<file path="src/common/fwt_pkg.sv">
package fwt_pkg;
	// ----------------------------------------
	// register offsets
	// ----------------------------------------
	localparam logic [11:0] OFS_WK_WMARK = 12'h000;
	localparam logic [11:0] OFS_WK_SIZE = 12'h004;
	localparam logic [11:0] OFS_NW_WMARK = 12'h008;
	localparam logic [11:0] OFS_NW_SIZE = 12'h00c;
	localparam logic [11:0] OFS_FIFO_LEN = 12'h010;
	localparam logic [11:0] OFS_WK_LEVEL = 12'h014;
	localparam logic [11:0] OFS_NW_LEVEL = 12'h018;
	localparam logic [11:0] OFS_CTRL = 12'h01c;
	localparam logic [11:0] OFS_TS_LEN = 12'h020;
	localparam logic [11:0] OFS_HIT_LO = 12'h024;
	localparam logic [11:0] OFS_HIT_HI = 12'h028;
	localparam logic [11:0] OFS_CUR_LO = 12'h02c;
	localparam logic [11:0] OFS_CUR_HI = 12'h030;
	localparam logic [11:0] OFS_TSE_LO = 12'h034;
	localparam logic [11:0] OFS_TSE_HI = 12'h038;
	localparam logic [11:0] OFS_TSE_REQ = 12'h03c;
	localparam logic [11:0] OFS_FW_LEN = 12'h040;
	localparam logic [11:0] OFS_FW_BASE = 12'h044;
	localparam logic [11:0] OFS_META_NW0 = 12'h05c;
	localparam logic [11:0] OFS_META_NW1 = 12'h060;
	localparam logic [11:0] OFS_META_WK0 = 12'h064;
	localparam logic [11:0] OFS_META_WK1 = 12'h068;
	localparam logic [11:0] OFS_IRQ_STAT = 12'h06c;
	localparam logic [11:0] OFS_IRQ_MASK = 12'h070;
	localparam logic [11:0] OFS_HIT_DIRECT_LO = 12'h074;
	localparam logic [11:0] OFS_HIT_DIRECT_HI = 12'h078;
	// ----------------------------------------
	// payload lengths and sizes
	// ----------------------------------------
	localparam logic [31:0] FIFO_PAYLOAD_LEN = 32'h0000_0010;
	localparam logic [31:0] TS_PAYLOAD_LEN = 32'h0000_0010;
	localparam logic [31:0] FW_PAYLOAD_LEN = 32'h0000_0014;
	localparam logic [31:0] WK_FIFO_SIZE = 32'h0000_0800;
	localparam logic [31:0] NW_FIFO_SIZE = 32'h0000_0800;
	localparam int FW_WORDS = 5;
	// firmware identity, values are arbitrary
	localparam logic [159:0] FW_ID_VALUE = 160'h0001_1111_1111_1111_2222_2222_2222_3333_3333_3333;
	// ----------------------------------------
	// control and status fields
	// ----------------------------------------
	localparam int CTRL_SUSPEND_BIT = 0;
	localparam int CTRL_LOWLAT_BIT = 1;
	localparam int IRQ_WK_BIT = 0;
	localparam int IRQ_NW_BIT = 1;
	localparam int IRQ_TSE_BIT = 2;
	localparam int IRQ_WIDTH = 3;
	localparam logic [1:0] CTRL_RESET = 2'h0;
	localparam logic [63:0] META_RESET = 64'h0000_0000_0000_0000;
	// ----------------------------------------
	// time base
	// ----------------------------------------
	localparam int CLK_HZ = 50000000;
	localparam int TICK_HZ = 64000;
	localparam int TICK_CYCLES = CLK_HZ / TICK_HZ;
	localparam int TS_WIDTH = 40;
endpackage : fwt_pkg

</file>
<file path="src/hw/fwt_top.sv">
// Design decisions made here: the APB interface to the registers and the register addresses.
`timescale 1ns/1ps
// Summary of operation
// - each fifo raises the host interrupt when its byte count reaches the watermark
// - watermark zero disables that fifo's watermark interrupt
// - watermark above fifo capacity acts as equal to capacity
// - fifo control block holds two watermarks and two read-only sizes
// - low latency with host awake makes watermark ineffective
// - firmware version gives 20 read-only bytes: version and three hashes
// - timestamps are 40-bit counts of 1/64000 s
// - system time latched on each host interrupt, readable
// - current system time readable after interrupt timestamp
// - write to event request latches system time into event field
// - latched interrupt timestamp also in dedicated direct registers
// - timestamp block reports payload length sixteen
// - meta control two bits per event: fifo enable high, interrupt enable low
module fwt_top
	import fwt_pkg::*;
(
	input wire logic pclk,
	input wire logic presetn,
	input wire logic psel,
	input wire logic penable,
	input wire logic pwrite,
	input wire logic [11:0] paddr,
	input wire logic [31:0] pwdata,
	output logic [31:0] prdata,
	output logic pready,
	output logic pslverr,
	input wire logic [31:0] wk_level,
	input wire logic [31:0] nw_level,
	input wire logic [31:0] meta_event,
	output logic [31:0] meta_fifo_en,
	output logic [31:0] meta_int_now,
	output logic host_suspended_flag,
	output logic host_irq
);
	// ----------------------------------------
	// state
	// ----------------------------------------
	logic [31:0] wk_wmark, next_wk_wmark;
	logic [31:0] nw_wmark, next_nw_wmark;
	logic [1:0] ctrl, next_ctrl;
	logic [63:0] meta_nw, next_meta_nw;
	logic [63:0] meta_wk, next_meta_wk;
	logic [IRQ_WIDTH-1:0] irq_stat, next_irq_stat;
	logic [IRQ_WIDTH-1:0] irq_mask, next_irq_mask;
	logic [TS_WIDTH-1:0] ts_now, next_ts_now;
	logic [TS_WIDTH-1:0] ts_hint, next_ts_hint;
	logic [TS_WIDTH-1:0] ts_event, next_ts_event;
	logic [15:0] tick_cnt, next_tick_cnt;
	logic irq_q, next_irq_q;
	logic [31:0] rdata_q, next_rdata_q;
	logic err_q, next_err_q;
	logic ready_q, next_ready_q;
	logic [31:0] fifo_en_q, next_fifo_en_q;
	logic [31:0] int_now_q, next_int_now_q;
	logic wk_hit, nw_hit;
	logic lat_gate;
	logic wr_acc, rd_acc;
	logic [31:0] meta_hit;
	logic meta_irq;
	logic irq_rise;

	// extract one event bit from a meta control map, upper or lower
	function automatic logic meta_bit(input logic [63:0] map, input int ev, input logic hi);
		meta_bit = map[2*ev + (hi ? 1 : 0)];
	endfunction

	// ----------------------------------------
	// watermark compare
	// ----------------------------------------
	// low latency while host is awake silences the watermark
	assign lat_gate = ctrl[CTRL_LOWLAT_BIT] && !ctrl[CTRL_SUSPEND_BIT];
	fwt_wmark u_wk (
		.level(wk_level),
		.wmark(wk_wmark),
		.capacity(WK_FIFO_SIZE),
		.gate_off(lat_gate),
		.hit(wk_hit)
	);
	fwt_wmark u_nw (
		.level(nw_level),
		.wmark(nw_wmark),
		.capacity(NW_FIFO_SIZE),
		.gate_off(lat_gate),
		.hit(nw_hit)
	);

	// ----------------------------------------
	// meta event decode
	// ----------------------------------------
	genvar gi;
	generate
		for (gi = 0; gi < 32; gi++) begin : g_meta
			// upper bit is fifo enable, lower bit is immediate interrupt
			assign meta_hit[gi] = meta_event[gi] &&
				(meta_bit(meta_nw, gi, 1'b0) || meta_bit(meta_wk, gi, 1'b0));
		end
	endgenerate
	assign meta_irq = |meta_hit;

	// ----------------------------------------
	// bus decode
	// ----------------------------------------
	// a write lands only at the access edge that samples pready high
	assign wr_acc = psel && penable && pwrite && ready_q;
	assign rd_acc = psel && !penable && !pwrite;

	// ----------------------------------------
	// next state
	// ----------------------------------------
	always_comb begin
		next_wk_wmark = wk_wmark;
		next_nw_wmark = nw_wmark;
		next_ctrl = ctrl;
		next_meta_nw = meta_nw;
		next_meta_wk = meta_wk;
		next_irq_mask = irq_mask;
		next_irq_stat = irq_stat;
		next_ts_event = ts_event;
		next_rdata_q = rdata_q;
		next_err_q = 1'b0;
		next_ready_q = psel && !penable;
		// timebase: divide to 1/64000 s and wrap
		if (tick_cnt == 16'(TICK_CYCLES - 1)) begin
			next_tick_cnt = 16'h0000;
			next_ts_now = ts_now + 40'h00_0000_0001;
		end else begin
			next_tick_cnt = tick_cnt + 16'h0001;
			next_ts_now = ts_now;
		end
		// register writes, write one to clear status
		if (wr_acc) begin
			unique case (paddr)
				OFS_WK_WMARK: next_wk_wmark = pwdata;
				OFS_NW_WMARK: next_nw_wmark = pwdata;
				OFS_CTRL: next_ctrl = pwdata[1:0];
				OFS_META_NW0: next_meta_nw[31:0] = pwdata;
				OFS_META_NW1: next_meta_nw[63:32] = pwdata;
				OFS_META_WK0: next_meta_wk[31:0] = pwdata;
				OFS_META_WK1: next_meta_wk[63:32] = pwdata;
				OFS_IRQ_MASK: next_irq_mask = pwdata[IRQ_WIDTH-1:0];
				OFS_IRQ_STAT: next_irq_stat = irq_stat & ~pwdata[IRQ_WIDTH-1:0];
				OFS_TSE_REQ: begin
					next_ts_event = ts_now;
				end
				default: ;
			endcase
		end
		// hardware sets win over software clear
		if (wk_hit || meta_irq) next_irq_stat[IRQ_WK_BIT] = 1'b1;
		if (nw_hit) next_irq_stat[IRQ_NW_BIT] = 1'b1;
		if (wr_acc && paddr == OFS_TSE_REQ) next_irq_stat[IRQ_TSE_BIT] = 1'b1;
		// read data captured in setup phase
		if (rd_acc) begin
			next_rdata_q = 32'h0000_0000;
			if (paddr >= OFS_FW_BASE && paddr < OFS_FW_BASE + 12'(4 * FW_WORDS) &&
				paddr[1:0] == 2'b00) begin
				// firmware words, high word first
				next_rdata_q = FW_ID_VALUE[32*(FW_WORDS-1-int'((paddr - OFS_FW_BASE) >> 2)) +: 32];
			end else begin
				unique case (paddr)
					OFS_WK_WMARK: next_rdata_q = wk_wmark;
					OFS_WK_SIZE: next_rdata_q = WK_FIFO_SIZE;
					OFS_NW_WMARK: next_rdata_q = nw_wmark;
					OFS_NW_SIZE: next_rdata_q = NW_FIFO_SIZE;
					OFS_FIFO_LEN: next_rdata_q = FIFO_PAYLOAD_LEN;
					OFS_WK_LEVEL: next_rdata_q = wk_level;
					OFS_NW_LEVEL: next_rdata_q = nw_level;
					OFS_CTRL: next_rdata_q = {30'h0000_0000, ctrl};
					OFS_TS_LEN: next_rdata_q = TS_PAYLOAD_LEN;
					OFS_HIT_LO: next_rdata_q = ts_hint[31:0];
					OFS_HIT_HI: next_rdata_q = {24'h00_0000, ts_hint[39:32]};
					OFS_CUR_LO: next_rdata_q = ts_now[31:0];
					OFS_CUR_HI: next_rdata_q = {24'h00_0000, ts_now[39:32]};
					OFS_TSE_LO: next_rdata_q = ts_event[31:0];
					OFS_TSE_HI: next_rdata_q = {24'h00_0000, ts_event[39:32]};
					OFS_TSE_REQ: next_rdata_q = 32'h0000_0000;
					OFS_FW_LEN: next_rdata_q = FW_PAYLOAD_LEN;
					OFS_META_NW0: next_rdata_q = meta_nw[31:0];
					OFS_META_NW1: next_rdata_q = meta_nw[63:32];
					OFS_META_WK0: next_rdata_q = meta_wk[31:0];
					OFS_META_WK1: next_rdata_q = meta_wk[63:32];
					OFS_IRQ_STAT: next_rdata_q = {29'h0000_0000, irq_stat};
					OFS_IRQ_MASK: next_rdata_q = {29'h0000_0000, irq_mask};
					OFS_HIT_DIRECT_LO: next_rdata_q = ts_hint[31:0];
					OFS_HIT_DIRECT_HI: next_rdata_q = {24'h00_0000, ts_hint[39:32]};
					default: next_err_q = 1'b1;
				endcase
			end
		end else if (psel && !penable) begin
			// write to unmapped or read-only address
			unique case (paddr)
				OFS_WK_WMARK, OFS_NW_WMARK, OFS_CTRL, OFS_META_NW0, OFS_META_NW1,
				OFS_META_WK0, OFS_META_WK1, OFS_IRQ_MASK, OFS_IRQ_STAT,
				OFS_TSE_REQ: next_err_q = 1'b0;
				default: next_err_q = 1'b1;
			endcase
		end
		if (!(psel && !penable)) next_err_q = err_q && psel && penable && !ready_q;
		// interrupt output and its timestamp latch
		next_irq_q = |(next_irq_stat & irq_mask);
		irq_rise = next_irq_q && !irq_q;
		next_ts_hint = irq_rise ? ts_now : ts_hint;
		// meta enable outputs
		for (int i = 0; i < 32; i++) begin
			next_fifo_en_q[i] = meta_bit(meta_nw, i, 1'b1) || meta_bit(meta_wk, i, 1'b1);
			next_int_now_q[i] = meta_bit(meta_nw, i, 1'b0) || meta_bit(meta_wk, i, 1'b0);
		end
	end

	// ----------------------------------------
	// registers
	// ----------------------------------------
	always_ff @(posedge pclk or negedge presetn) begin
		if (!presetn) begin
			wk_wmark <= 32'h0000_0000;
			nw_wmark <= 32'h0000_0000;
			ctrl <= CTRL_RESET;
			meta_nw <= META_RESET;
			meta_wk <= META_RESET;
			irq_stat <= 3'h0;
			irq_mask <= 3'h0;
			ts_now <= 40'h00_0000_0000;
			ts_hint <= 40'h00_0000_0000;
			ts_event <= 40'h00_0000_0000;
			tick_cnt <= 16'h0000;
			irq_q <= 1'b0;
			rdata_q <= 32'h0000_0000;
			err_q <= 1'b0;
			ready_q <= 1'b0;
			fifo_en_q <= 32'h0000_0000;
			int_now_q <= 32'h0000_0000;
		end else begin
			wk_wmark <= next_wk_wmark;
			nw_wmark <= next_nw_wmark;
			ctrl <= next_ctrl;
			meta_nw <= next_meta_nw;
			meta_wk <= next_meta_wk;
			irq_stat <= next_irq_stat;
			irq_mask <= next_irq_mask;
			ts_now <= next_ts_now;
			ts_hint <= next_ts_hint;
			ts_event <= next_ts_event;
			tick_cnt <= next_tick_cnt;
			irq_q <= next_irq_q;
			rdata_q <= next_rdata_q;
			err_q <= next_err_q;
			ready_q <= next_ready_q;
			fifo_en_q <= next_fifo_en_q;
			int_now_q <= next_int_now_q;
		end
	end

	// ----------------------------------------
	// outputs
	// ----------------------------------------
	assign prdata = rdata_q;
	assign pready = ready_q;
	assign pslverr = err_q; // err_q only stands in the access cycle
	assign host_irq = irq_q;
	assign host_suspended_flag = ctrl[CTRL_SUSPEND_BIT];
	assign meta_fifo_en = fifo_en_q;
	assign meta_int_now = int_now_q;
endmodule // fwt_top

</file>
<file path="src/hw/fwt_wmark.sv">
`timescale 1ns/1ps
module fwt_wmark
	import fwt_pkg::*;
(
	input wire logic [31:0] level,
	input wire logic [31:0] wmark,
	input wire logic [31:0] capacity,
	input wire logic gate_off,
	output logic hit
);
	// ----------------------------------------
	// watermark compare
	// ----------------------------------------
	logic [31:0] eff;
	// clamp to capacity, zero disables, level compare is continuous
	always_comb begin
		eff = (wmark > capacity) ? capacity : wmark;
		hit = (wmark != 32'h0000_0000) && !gate_off && (level >= eff);
	end
endmodule // fwt_wmark

</file>
<file path="config.mk">
export PLATFORM = sky130hd
export DESIGN_NAME = fwt_top
export DESIGN_NICKNAME = d
export VERILOG_FILES = /design/src/common/fwt_pkg.sv /design/src/hw/fwt_top.sv /design/src/hw/fwt_wmark.sv
export SDC_FILE = /design/constraint.sdc
export NUM_CORES = 1
export LEC_CHECK = 0
export ABC_AREA = 1
export BUFFER_PORTS_ARGS = -buffer_cell sky130_fd_sc_hd__buf_2
export CAP_MARGIN = 20
export CORE_MARGIN = 3
export CORE_UTILIZATION = 45
export CTS_CLUSTER_DIAMETER = 80
export DETAILED_ROUTE_END_ITERATION = 10
export PLACE_DENSITY_LB_ADDON = 0.12
export SKIP_CTS_REPAIR_TIMING = 1
export SYNTH_ARGS = -nofsm -noshare
export SYNTH_HDL_FRONTEND = slang
export SYNTH_SLANG_ARGS = --single-unit
</file>
<file path="constraint.sdc">
create_clock -name pclk -period 2.85 [get_ports pclk]
set_input_delay 0.57 -clock pclk [delete_from_list [all_inputs] [get_ports pclk]]
set_output_delay 0.57 -clock pclk [all_outputs]
set_load 0.02 [all_outputs]
</file>
# After elaboration in Yosys (flattened, before gate mapping)
# Index checks and enable logic that the tools add are counted.
[op_classes] add_sub_neg=4 mul=0 div=0 order_cmp=6 eq_ne=25 n_shift=1 mux=15 bitwise=3 reduce_logical=141
[ops] op="case mux 32 bit (20 select lines)" count=1
[ops] op="variable part select 160 x 32 -> 32 bit (first input constant)" count=1
[ops] op="equality test 12 x 7 -> 1 bit (second input constant)" count=9
[ops] op="equality test 12 x 6 -> 1 bit (second input constant)" count=8
[ops] op="2-to-1 mux 32 bit" count=3
[ops] op="logical OR 1 bit" count=65
[ops] op="greater-or-equal comparator 32 bit" count=2
[ops] op="greater-than comparator 32 x 12 -> 1 bit (second input constant)" count=2
[ops] op="nonzero test 32 bit" count=2
[ops] op="logical AND 1 bit" count=49
[ops] op="equality test 12 x 5 -> 1 bit (second input constant)" count=4
[ops] op="adder 40 x 1 -> 40 bit (second input constant)" count=1
[ops] op="OR reduction 32 bit" count=1
[ops] op="subtractor 3 x 27 -> 27 bit (first input constant)" count=1
[ops] op="OR reduction 25 bit" count=1
[ops] op="equality test 12 x 4 -> 1 bit (second input constant)" count=2
[ops] op="AND reduction 2 bit" count=9
[ops] op="adder 16 x 1 -> 16 bit (second input constant)" count=1
[ops] op="equality test 16 x 10 -> 1 bit (second input constant)" count=1
[ops] op="2-to-1 mux 16 bit" count=1
[ops] op="subtractor 12 x 7 -> 13 bit (second input constant)" count=1
[ops] op="equality test 12 x 3 -> 1 bit (second input constant)" count=1
[ops] op="greater-or-equal comparator 12 x 7 -> 1 bit (second input constant)" count=1
[ops] op="zero test 12 bit" count=1
[ops] op="10 further kinds" count=27
[totals] ff_bits=435 latch_bits=0 mem_bits_rw=0 rom_bits=0 output_inout_bits=100 elab_cells=214 mem_count=0

# Longest topological paths before layout
# Gate-level depths: netlist of the first run.
[depth] depth_word=10 mapped_depth=27 depth_no_buf=26

# Cells and area by module
# Synthesis of the first run repeated with hierarchy kept, for this count alone.
[unflattened] cells_unflattened=3419 hier_area_um2=25165.4
[modules_own_cells] mod="fwt_top" n_inst=1 cells_each=2625 area_per_inst_um2=20651.1
[modules_own_cells] mod="fwt_wmark" n_inst=2 cells_each=397 area_per_inst_um2=2257.2

# Worst setup path before layout of the first run
# No wires, ideal clock.
[synth_path] path_type="register to register" startpoint="reg wk_wmark[25]" endpoint="reg ts_hint[11]" setup_time_ps=117 arrival_time_ps=2770 t_required_ps=2733 setup_slack_ps=-37 path_stages_with_launch=25 path_cell_list="dfrtp_1 or2_2 nor3_1 nand2_1 nor4_1 a31oi_1 clkinv_1 nand2_1 ha_1 nand2_1 nor2_1 nand3_1 nor2_1 nor2_1 nand2_1 nand2_1 nand2_1 nand2_1 nand2_1 nand2_1 nand3_2 nand2_2 buf_4 nand2_1 nand2_1"
[synth_via] elab_chain_cells=9 elab_cells_between_ends=11 classes_between="order compare (2); mux (2); bitwise (1); reduce/logical (6)"
[synth_rtl] item="start, declared" line="fwt_top.sv:41" text="logic [31:0] wk_wmark, next_wk_wmark;"
[synth_rtl] item="start signal, assigned" line="fwt_top.sv:236" text="wk_wmark <= next_wk_wmark;"
[synth_rtl] item="greater-than comparator 32 x 12 -> 1 bit" line="fwt_wmark.sv:17" text="eff = (wmark > capacity) ? capacity : wmark;"
[synth_rtl] item="2-to-1 mux 32 bit" line="fwt_wmark.sv:17"
[synth_rtl] item="greater-or-equal comparator 32 bit" line="fwt_wmark.sv:18" text="hit = (wmark != 32'h0000_0000) && !gate_off && (level >= eff);"
[synth_rtl] item="logical AND 1 bit (*)" line="fwt_wmark.sv:18"
[synth_rtl] item="logical OR 1 bit (*)" line="fwt_top.sv:152" text="if (wk_hit || meta_irq) next_irq_stat[IRQ_WK_BIT] = 1'b1;"
[synth_rtl] item="2-to-1 mux 1 bit (*)" line="fwt_top.sv:152"
[synth_rtl] item="net next_irq_stat[0]" line="fwt_top.sv:46" text="logic [IRQ_WIDTH-1:0] irq_stat, next_irq_stat;"
[synth_rtl] item="AND 3 bit (*)" line="fwt_top.sv:203" text="next_irq_q = |(next_irq_stat & irq_mask);"
[synth_rtl] item="OR reduction 3 bit (*)" line="fwt_top.sv:203"
[synth_rtl] item="logical AND 1 bit (*)" line="fwt_top.sv:204" text="irq_rise = next_irq_q && !irq_q;"
[synth_rtl] item="end signal, assigned" line="fwt_top.sv:244" text="ts_hint <= next_ts_hint;"
[synth_rtl] item="end, declared" line="fwt_top.sv:49" text="logic [TS_WIDTH-1:0] ts_hint, next_ts_hint;"
# The timed path passes the listed nets; every way through them passes the cells marked *.
# A chain may end at the register's enable or synchronous reset.

# Worst setup path after layout of the first run
[layout_path] startpoint="reg wk_wmark[24]" endpoint="reg ts_hint[13]"
# The elaborated chain is that of the path after synthesis.

==> flow_summary.toml, run 1 <==
[outcome]
outcome = "finished with violations"
violations = "setup timing"

[worst_setup_path]
crit_family = "simple AND/OR/NAND/NOR gates"
cp_max_fo = 7
crit_buf_inv = 3
cp.required_ns = 3.33
critical_path_class = "flip-flop to flip-flop"
slowest_stage = "dfrtp_1"
worst_r2r_path_depth = 25
arrival_ns = 4.01
cpPeakStageDelay_ns = 0.38
path_depth = 25
critPathLaunchType = "flip-flop"
endpoint_kind = "flip-flop"

[logic_synthesis]
synthXorXnorAreaFrac_pct = 1.89
postSynth.asyncResetShare_pct = 100
synth_compound_area_share_pct = 14.1
avgSynthCellArea_um2 = 8.22
muxShareOfSynthArea_pct = 0
synth_cell_types = 52
synth-main-ff-cell = "dfrtp_1"
yosys.area_share.simple_pct = 22.5
yosys.area_share.adder_pct = 4.20
ys_ff_latch = 435
synth_top_area_share_pct = 50.1
syn_area_mm2 = 0.0217
synth-edff-count = 0
yosysTopAreaCell = "dfrtp_1"
yosysSeqAreaShare_pct = 50.1
synth.area.top_cells = "dfrtp_1 50%, nand2_1 13%, o21ai_0 6.7%"
synthCells = 2646
synth_warnings = 0
synth_top_family_by_area = "simple AND/OR/NAND/NOR gates"

[pwr]
clockPowerShare_pct = 47.6
power_uw = 13200
p_seq_share_pct = 46.8
p_leak_uw = 0.0142
power.internal_uw = 10100
power_per_cell_area_mw_per_mm2 = 476
ir_drop_mv = 0.383
combPwrFrac_pct = 5.6
power.net_switching_uw = 3180
swShare_pct = 24.0

[timing]
layout_min_cycle_time_ns = 3.53
fin_crit_sh_pct = 124
setup_violations = 42
max_freq_mhz = 283
finalHoldViolCount = 0
setup_slack_ns = -0.682
drv_slew = 0
slew_headroom_pct = 49.8
rsz0062_at_grt = "yes"
worst_pin_slew_ns = 0.752
skew_ns = 0.0314

[grt]
track_usage_pct = 33.8
grt.overflow.total = 0
met2_usage_pct = 54.3
grt_pass1_wl_um = 128000
grt_max_degree = 79
grt_util_met3_pct = 5.19
antenna_found_initial = 1
top_usage_layer = "met2"
grt_pass1_vias = 20500
globalRouteMet1Util_pct = 46.0

[die]
ios = 245
die_x_um = 226
start_util_pct = 46.1
num_rows = 79
die_y_um = 226
core_mm2 = 0.0471
die_area_mm2 = 0.0510

[detailed_routing]
ant_nets = 0
first_pass_iters = 6
routed_via_density = 5.62
drc = 0
avgRoutedWirePerCell_um = 23.2
first_iter_violations = 2197
vias = 21300
wl_um = 87800

[finish]
drive_gt1_share_pct = 22.2
area_delta_synth_final_pct = 28.0
fin_cells = 3789
fin_area_mm2 = 0.0278
layout_common_cells = "716 x nand2_1, 435 x dfrtp_1, 301 x inv_1, 291 x o21ai_0, 243 x buf_2"
final_common_cell = "nand2_1"
layout.nets = 3364

[hold_path]
hp-class = "input pin to flip-flop"
hold_depth = 3

[clock_network]
clock-root-buffer = "clkbuf_16"
numCtsBuffers = 48
cts.clk_slew.worst_paths_ns = 0.06
cts.sinks = 435
clk_latency_ns = 0.61
cts_buffer_depth = 3
cts.htree.levels = 2
tritoncts = "done"

[placed_design]
dp.cells = 3691
placed_cell_area_mm2 = 0.0257
pre_cts_slack_ns = -0.740
io_buffers = 244
dpl.hpwl_um = 65900
finalWeightedCongestion = 1.01

[flow_run]
cap_violations = 0
==> registers in the layout, indices dropped and copies added, names as in the netlist <==
signal	count
nw_wmark	32
pready	1
irq_mask	3
pslverr	1
tick_cnt	16
ctrl	2
ts_now	40
irq_stat	3
prdata	32
meta_wk	64
host_irq	1
meta_fifo_en	32
ts_hint	40
ts_event	40
wk_wmark	32
meta_int_now	32
meta_nw	64
==> worst reg2reg max path: stages (launching register included) <==
cell and delay, ns:
dfrtp_1 0.38, or2_4 0.25, nor3_2 0.17, nand2_2 0.17, nor4_4 0.34, a31oi_4 0.09, clkinvlp_4 0.18, buf_6 0.12
nand2_4 0.05, ha_4 0.26, nand2_2 0.05, nor2_2 0.11, nand3_2 0.09, nor2_1 0.12, nor2_1 0.06, nand2_1 0.09
nand2_1 0.06, nand2_1 0.06, nand2_1 0.06, nand2_2 0.09, nand2_2 0.06, nand3_4 0.11, nand2_8 0.12, clkbuf_16 0.23
nand2_2 0.06, nand2_1 0.05
==> Yosys cell counts (14+ instances only) <==
cell type	n
nand2_1	755
dfrtp_1	435
inv_1	301
o21ai_0	291
nor2_1	136
nand3_1	108
ha_1	73
clkbuf_1	70
a21oi_1	67
a221oi_1	60
nor3_1	47
xor2_1	43
nand4_1	42
o22ai_1	40
or2_2	26
nor4_1	24
buf_2	14
==> worst paths after layout <==
check | startpoint | endpoint | slack [ns]
setup / recovery | wk_wmark[24] | ts_hint[13] | -0.68
hold / removal | penable | pslverr | 0.24
setup reg to reg | wk_wmark[24] | ts_hint[13] | -0.68
hold reg to reg | meta_wk[9] | meta_fifo_en[4] | 0.47
max in group asynchronous | presetn | tick_cnt[13] | 1.52
min in group asynchronous | presetn | meta_nw[12] | 0.51
==> cell families after synthesis <==
family | count (synthesis)
AND/OR/NAND/NOR | 1162
other | 1
XOR/XNOR | 47
flip-flops | 435
adder cells (fa/ha/maj) | 73
buffers and inverters | 408
AO/OA/AOI/OAI | 520
==> metrics by stage <==
stage	utilization [%]	TNS [ns]	hold slack, ns
6_report	59.0	-27.05	0.237
5_1_grt	59.0	-34.26	0.262
4_1_cts	57.9	-30.54	-0.105
3_5_place_dp	54.6	-29.23	0.461
3_3_place_gp	54.6	-21.76	0.456
2_1_floorplan	-	0	0.274
==> area by class of cell <==
type | count | area [µm²]
sequential | 435 | 10900
clock inverter | 20 | 224
antenna | 1 | 2.50
multi-input combinational | 1842 | 9800
clock buffer | 65 | 1360
timing repair inverter | 2 | 12.5
inverter | 311 | 1170
tap | 607 | 759
timing repair buffer | 506 | 3610
fill | 4397 | 19300
==> per-layer routing <==
layer / wire length [µm] / vias up
li1: - / 9733
met1: 36500 / 10400
met2: 40600 / 1007
met3: 6870 / 207
met4: 3880 / 0
met5: 0 / -
==> power by group through the flow <==
stage,sequential (µW),clock (µW),combinational (µW)
3_3_place_gp,6310,0,693
4_1_cts,6200,6380,712
3_5_place_dp,6310,0,707
6_report,6200,6300,737
2_1_floorplan,6310,0,245
5_1_grt,6190,6630,817
Note: power is estimated with default switching activity, not from simulation.
==> inputs of run 2 (changes only) <==
--- a/config.mk
+++ b/config.mk
@@ -8,11 +8,13 @@
 export ABC_AREA = 1
 export BUFFER_PORTS_ARGS = -buffer_cell sky130_fd_sc_hd__buf_2
 export CAP_MARGIN = 20
+export CORE_ASPECT_RATIO = 1.4
 export CORE_MARGIN = 3
 export CORE_UTILIZATION = 45
 export CTS_CLUSTER_DIAMETER = 80
 export DETAILED_ROUTE_END_ITERATION = 10
-export PLACE_DENSITY_LB_ADDON = 0.12
+export HOLD_SLACK_MARGIN = 0.06
+export PLACE_DENSITY = 0.64
 export SKIP_CTS_REPAIR_TIMING = 1
 export SYNTH_ARGS = -nofsm -noshare
 export SYNTH_HDL_FRONTEND = slang
==> run 2 against run 1 <==
  * The flow still finishes with violations (setup timing)
  * Final cell count shrank 0.77%
  * Sequential share of layout area rose by 0.17 points
  * Cell area shrank 0.42%
  * Combinational power is 1% higher
  * Critical path depth down 1
  * Worst hold slack better by 0.052 ns
  * Setup slack improved by 0.086 ns
  * Register-to-register slack improved by 0.09 ns
  * Power is 0.31% higher
  * First-iteration DRC count shrank 2.2%
  * Sequential power hardly changed
  * Largest cell class unchanged
==> flow_summary.toml, run 2 (synthesized netlist as in run 1, its figures left out) <==
[outcome]
outcome = "finished with violations"
violations = "setup timing"

[timing]
setup_violations = 42
rsz0062_at_grt = "yes"
setup_slack_ns = -0.595
max_freq_mhz = 290
fin_tns_setup_ns = -23.10
hold_slack_ns = 0.289
skew_ns = 0.0286
drv_slew = 0
fin_crit_sh_pct = 121
worst_pin_slew_ns = 0.851
finalHoldViolCount = 0
slew_headroom_pct = 43.2
layout_min_cycle_time_ns = 3.45

[detailed_routing]
drt-met1-wl_um = 34500
ant_nets = 0
wl_um = 88700
routed_via_density = 5.64
drc = 0
routed.top_layer = "met5"
first_iter_violations = 2149
first_pass_iters = 6
route.met3.wl_um = 6690
met2WireLength_um = 42300
vias = 21200
avgRoutedWirePerCell_um = 23.6

[worst_setup_path]
crit_buf_inv = 2
critPathLaunchType = "flip-flop"
cpMostUsedCell = "nand2_1"
endpoint_kind = "flip-flop"
cpPeakStageDelay_ns = 0.37
cp_max_fo = 9
cp.required_ns = 3.30
r2r_setup_slack_ns = -0.60
slowest_stage = "dfrtp_1"
path_cells = "or2_4 -> nor3_4 -> nand2_4 -> nor4_4 -> a31oi_4 -> clkinvlp_4 -> nand2_2 -> ha_4 -> nand2_2 -> nor2_2 -> nand3_2 -> nor2_1 -> nor2_1 -> nand2_1 -> nand2_1 -> nand2_1 -> nand2_1 -> nand2_2 -> nand2_2 -> nand3_4 -> nand2_8 -> clkbuf_16 -> nand2_1 -> nand2_1"
arrival_ns = 3.90
crit_family = "simple AND/OR/NAND/NOR gates"
critical_path_class = "flip-flop to flip-flop"

[clock_network]
tritoncts = "done"
numCtsBuffers = 46
cts.htree.levels = 2
cts.clk_slew.worst_paths_ns = 0.06
cts_buffer_depth = 3
clock-root-buffer = "clkbuf_16"
clk_latency_ns = 0.58
cts.sinks = 435

[pwr]
combPwrFrac_pct = 5.6
swShare_pct = 23.6
ir_drop_mv = 0.494
power_uw = 13300
power.internal_uw = 10100
power_per_cell_area_mw_per_mm2 = 479
clockPowerShare_pct = 47.7
p_seq_share_pct = 46.7
power.net_switching_uw = 3130
p_leak_uw = 0.0140

[finish]
drive_gt1_share_pct = 21.8
reg_top3 = "meta_nw: 64 flops, meta_wk: 64 flops"
final_common_cell = "nand2_1"
area_delta_synth_final_pct = 27.4
utilization_pct = 58.4
fin_cells = 3760
antenna_cells = 0
layout.nets = 3318
layout_common_cells = "707 x nand2_1, 435 x dfrtp_1, 301 x inv_1, 291 x o21ai_0, 243 x buf_2"

[grt]
grt_max_degree = 77
grt_pass1_wl_um = 129000
antenna_found_initial = 1
track_usage_pct = 34.1
grt.overflow.total = 0
grt_pass1_vias = 20900

[die]
ios = 245
start_util_pct = 45.9
die_area_mm2 = 0.0510
die_y_um = 266
core_mm2 = 0.0474
die_x_um = 192
num_rows = 94

[placed_design]
io_buffers = 244
dpl.hpwl_um = 67300
finalWeightedCongestion = 1.04
dp.cells = 3666

[flow_run]
cap_violations = 0

[hold_path]
hp-class = "input pin to flip-flop"
run 2: cell types whose count changed in the layout (fill, tap and decap cells not counted), moves of 3 or more:
cell     change
nand2_2      +9
nor2_1       -4
buf_12       +4
inv_6        -3
nand2_1      -9
ha_4         +7
ha_1         -8
nor2_2       +3
buf_4       -45
run 2: worst paths after layout:
path,cells past startpoint,start,to
worst max-delay path,24,wk_wmark[24],ts_hint[4]
worst min-delay path,3,psel,pready
worst max register to register,24,wk_wmark[24],ts_hint[4]
worst min register to register,2,meta_nw[23],meta_fifo_en[11]
max in group asynchronous,4,presetn,meta_wk[54]
min in group asynchronous,2,presetn,tick_cnt[14]
run 2: stage by stage:
stage | setup WS (ns) | area (µm²)
6_report | -0.595 | 27700
5_1_grt | -0.774 | 27700
4_1_cts | -0.807 | 27100
3_5_place_dp | -0.780 | 25500
3_3_place_gp | -0.716 | 25500
2_1_floorplan | 0.0255 | 21900
run 2: area by class of cell:
class / instances / area [µm²]
clock buffers: 64 / 1320
clock inverters: 20 / 267
fillers: 4325 / 19700
inverters: 311 / 1170
multi-input cells: 1842 / 9940
flip-flops and latches: 435 / 10900
well taps: 624 / 781
repair buffers: 462 / 3320
repair inverters: 2 / 15.0
run 2: worst reg2reg max path, cell delays in order, from the launching register on:
cell and delay, ns:
dfrtp_1 0.37, or2_4 0.25, nor3_4 0.21, nand2_4 0.11, nor4_4 0.32, a31oi_4 0.11, clkinvlp_4 0.19, nand2_2 0.08
ha_4 0.27, nand2_2 0.05, nor2_2 0.12, nand3_2 0.10, nor2_1 0.13, nor2_1 0.05, nand2_1 0.05, nand2_1 0.04
nand2_1 0.06, nand2_1 0.06, nand2_2 0.09, nand2_2 0.06, nand3_4 0.13, nand2_8 0.13, clkbuf_16 0.23, nand2_1 0.06
nand2_1 0.05
run 2: layer usage:
layer / global-route usage, % / vias to the layer above
met5: 0 / -
met4: 17.0 / 2
met3: 5.16 / 241
met2: 56.6 / 997
met1: 43.3 / 10300
li1: - / 9636
run 2: power by group through the flow:
stage               logic (µW)  registers, µW  clock network, µW
detailed placement         702           6310                  0
global placement           690           6310                  0
CTS                        706           6200               6410
global route               824           6190               6670
finish                     746           6200               6340
floorplan                  245           6310                  0
==> inputs of run 3 (changes only) <==
--- a/config.mk
+++ b/config.mk
@@ -11,10 +11,10 @@
 export CORE_ASPECT_RATIO = 1.4
 export CORE_MARGIN = 3
 export CORE_UTILIZATION = 45
-export CTS_CLUSTER_DIAMETER = 80
 export DETAILED_ROUTE_END_ITERATION = 10
 export HOLD_SLACK_MARGIN = 0.06
 export PLACE_DENSITY = 0.64
+export RECOVER_POWER = 100
 export SKIP_CTS_REPAIR_TIMING = 1
 export SYNTH_ARGS = -nofsm -noshare
 export SYNTH_HDL_FRONTEND = slang
==> run 3 against run 2 <==
  * The flow finishes with violations (capacitance limit, slew limit, setup timing)
  * Die area unchanged
  * Power up 1.9%
  * Via count grew 0.69%
  * Clock skew decreased by 0.0041 ns
  * Global-route usage grew 0.24 points
  * Final cell count decreased by 0.11%
  * Clock-buffer cell count down 5
  * Combinational power shrank 2%
  * Critical endpoint is now ts_hint[35]
==> flow_summary.toml, run 3 (synthesized netlist as in run 1, its figures left out) <==
[flow_run]
cap_violations = 1

[hold_path]
worst_hold_startpoint = "psel"
hp-class = "input pin to flip-flop"

[timing]
drv_slew = 54
hold_slack_ns = 0.247
setup_slack_ns = -0.614
max_freq_mhz = 289
fin_tns_setup_ns = -30.68
finalHoldViolCount = 0
fin_crit_sh_pct = 122
skew_ns = 0.0246
slew_headroom_pct = -3.30
layout_min_cycle_time_ns = 3.46
rsz0062_at_grt = "yes"
setup_violations = 107
worst_pin_slew_ns = 1.55

[clock_network]
cts.clk_slew.worst_paths_ns = 0.07
cts.sinks = 435
cts.htree.levels = 2
tritoncts = "done"
numCtsBuffers = 45
cts_buffer_depth = 3
clock-root-buffer = "clkbuf_16"
clk_latency_ns = 0.60

[placed_design]
io_buffers = 244
finalWeightedCongestion = 1.04
dpl.hpwl_um = 67300
pre_cts_slack_ns = -0.780
dp.cells = 3666

[finish]
area_delta_synth_final_pct = 26.1
drive_gt1_share_pct = 18.5
utilization_pct = 57.8
antenna_cells = 0
final_common_cell = "nand2_1"
fin_cells = 3756
fillers = 4431
multiInputGateArea_mm2 = 0.0100
layout_common_cells = "691 x nand2_1, 435 x dfrtp_1, 305 x inv_1, 291 x o21ai_0, 164 x buf_4"
reg_top3 = "meta_nw: 64 flops, meta_wk: 64 flops"
seq_area_mm2 = 0.0109
layout.nets = 3316

[grt]
track_usage_pct = 34.3
grt_pass1_vias = 20800
grt_max_degree = 77
grt_pass1_wl_um = 130000
antenna_found_initial = 1
grt.overflow.total = 0

[die]
num_rows = 94
start_util_pct = 45.9
die_y_um = 266
ios = 245
die_area_mm2 = 0.0510
core_mm2 = 0.0474
die_x_um = 192

[detailed_routing]
vias = 21300
first_iter_violations = 2110
drc = 0
routed_via_density = 5.68
first_pass_iters = 8
avgRoutedWirePerCell_um = 23.8
ant_nets = 0
wl_um = 89300

[worst_setup_path]
path_cells = "or2_4 -> nor3_4 -> nand2_4 -> nor4_4 -> a31oi_4 -> clkinvlp_4 -> nand2_2 -> ha_4 -> nand2_2 -> nor2_2 -> nand3_2 -> nor2_1 -> nor2_1 -> nand2_1 -> nand2_1 -> nand2_1 -> nand2_1 -> nand2_2 -> nand2_2 -> nand3_4 -> nand2_8 -> clkbuf_16 -> nand2_1 -> nand2_1"
arrival_ns = 3.94
reg2reg_from = "wk_wmark[24]"
critical_path_class = "flip-flop to flip-flop"
cpPeakStageDelay_ns = 0.37
cp.required_ns = 3.33
crit_start = "wk_wmark[24]"
endpoint_kind = "flip-flop"
slowest_stage = "dfrtp_1"
critPathLaunchType = "flip-flop"
cpMostUsedCell = "nand2_1"
cp_max_fo = 9

[pwr]
power_per_cell_area_mw_per_mm2 = 494
ir_drop_mv = 0.496
p_leak_uw = 0.0135

[outcome]
violations = "capacitance limit, slew limit, setup timing"
outcome = "finished with violations"
## run 3: cell count changes in the layout (fill, tap and decap cells not counted), sizes merged
cell,change
buf,-134
clkbuf,+128
clkinv,-2
bufinv,+4
## run 3: through the flow
| step | total power, µW | cell area [µm²] |
|---|---|---|
| after floorplan | 6560 | 21900 |
| after global placement | 7000 | 25500 |
| after detailed placement | 7010 | 25500 |
| after CTS | 13600 | 27100 |
| after global routing | 13900 | 27400 |
| final | 13500 | 27400 |
## run 3: path summary, 6_finish.rpt
| path | depth (start not counted) | end | slack, ns |
|---|---|---|---|
| min in group asynchronous | 2 | ts_hint[36] | 0.89 |
| setup / recovery | 24 | ts_hint[35] | -0.61 |
| hold reg to reg | 2 | meta_fifo_en[11] | 0.47 |
| hold / removal | 3 | pready | 0.25 |
| max in group asynchronous | 4 | meta_nw[22] | 0.14 |
| setup reg to reg | 24 | ts_hint[35] | -0.61 |
## run 3: area by class of cell
class,instances,share of cell area (%)
clock inverter,22,1.37
tap,624,2.85
clock buffer,59,4.60
multi-input combinational,1842,36.5
timing repair inverter,2,0.0548
inverter,311,4.28
timing repair buffer,461,10.7
sequential,435,39.7
## run 3: worst max-delay path: cells and delay by family, from the launching register on
family	cells	cell delay, ns
buffers and inverters	2	0.42
flip-flops	1	0.37
AO/OA/AOI/OAI	1	0.11
AND/OR/NAND/NOR	20	2.17
adder cells (fa/ha/maj)	1	0.27
## run 3: layer usage
metal  global-route usage [%]  vias up  part of all wire (%)
met2                     56.8     1054                    47
met5                        0        -                 0.015
met4                     17.1        2                   6.3
met3                     5.99      265                   7.5
li1                         -     9633                     -
met1                     43.2    10400                    39
## run 3: power by group
group / internal (µW) / switching [µW] / leakage, µW
combinational: 238 / 494 / 0.00672
clock: 3950 / 2650 / 0.000794
sequential: 6190 / 8.66 / 0.00599
total: 10400 / 3160 / 0.0135
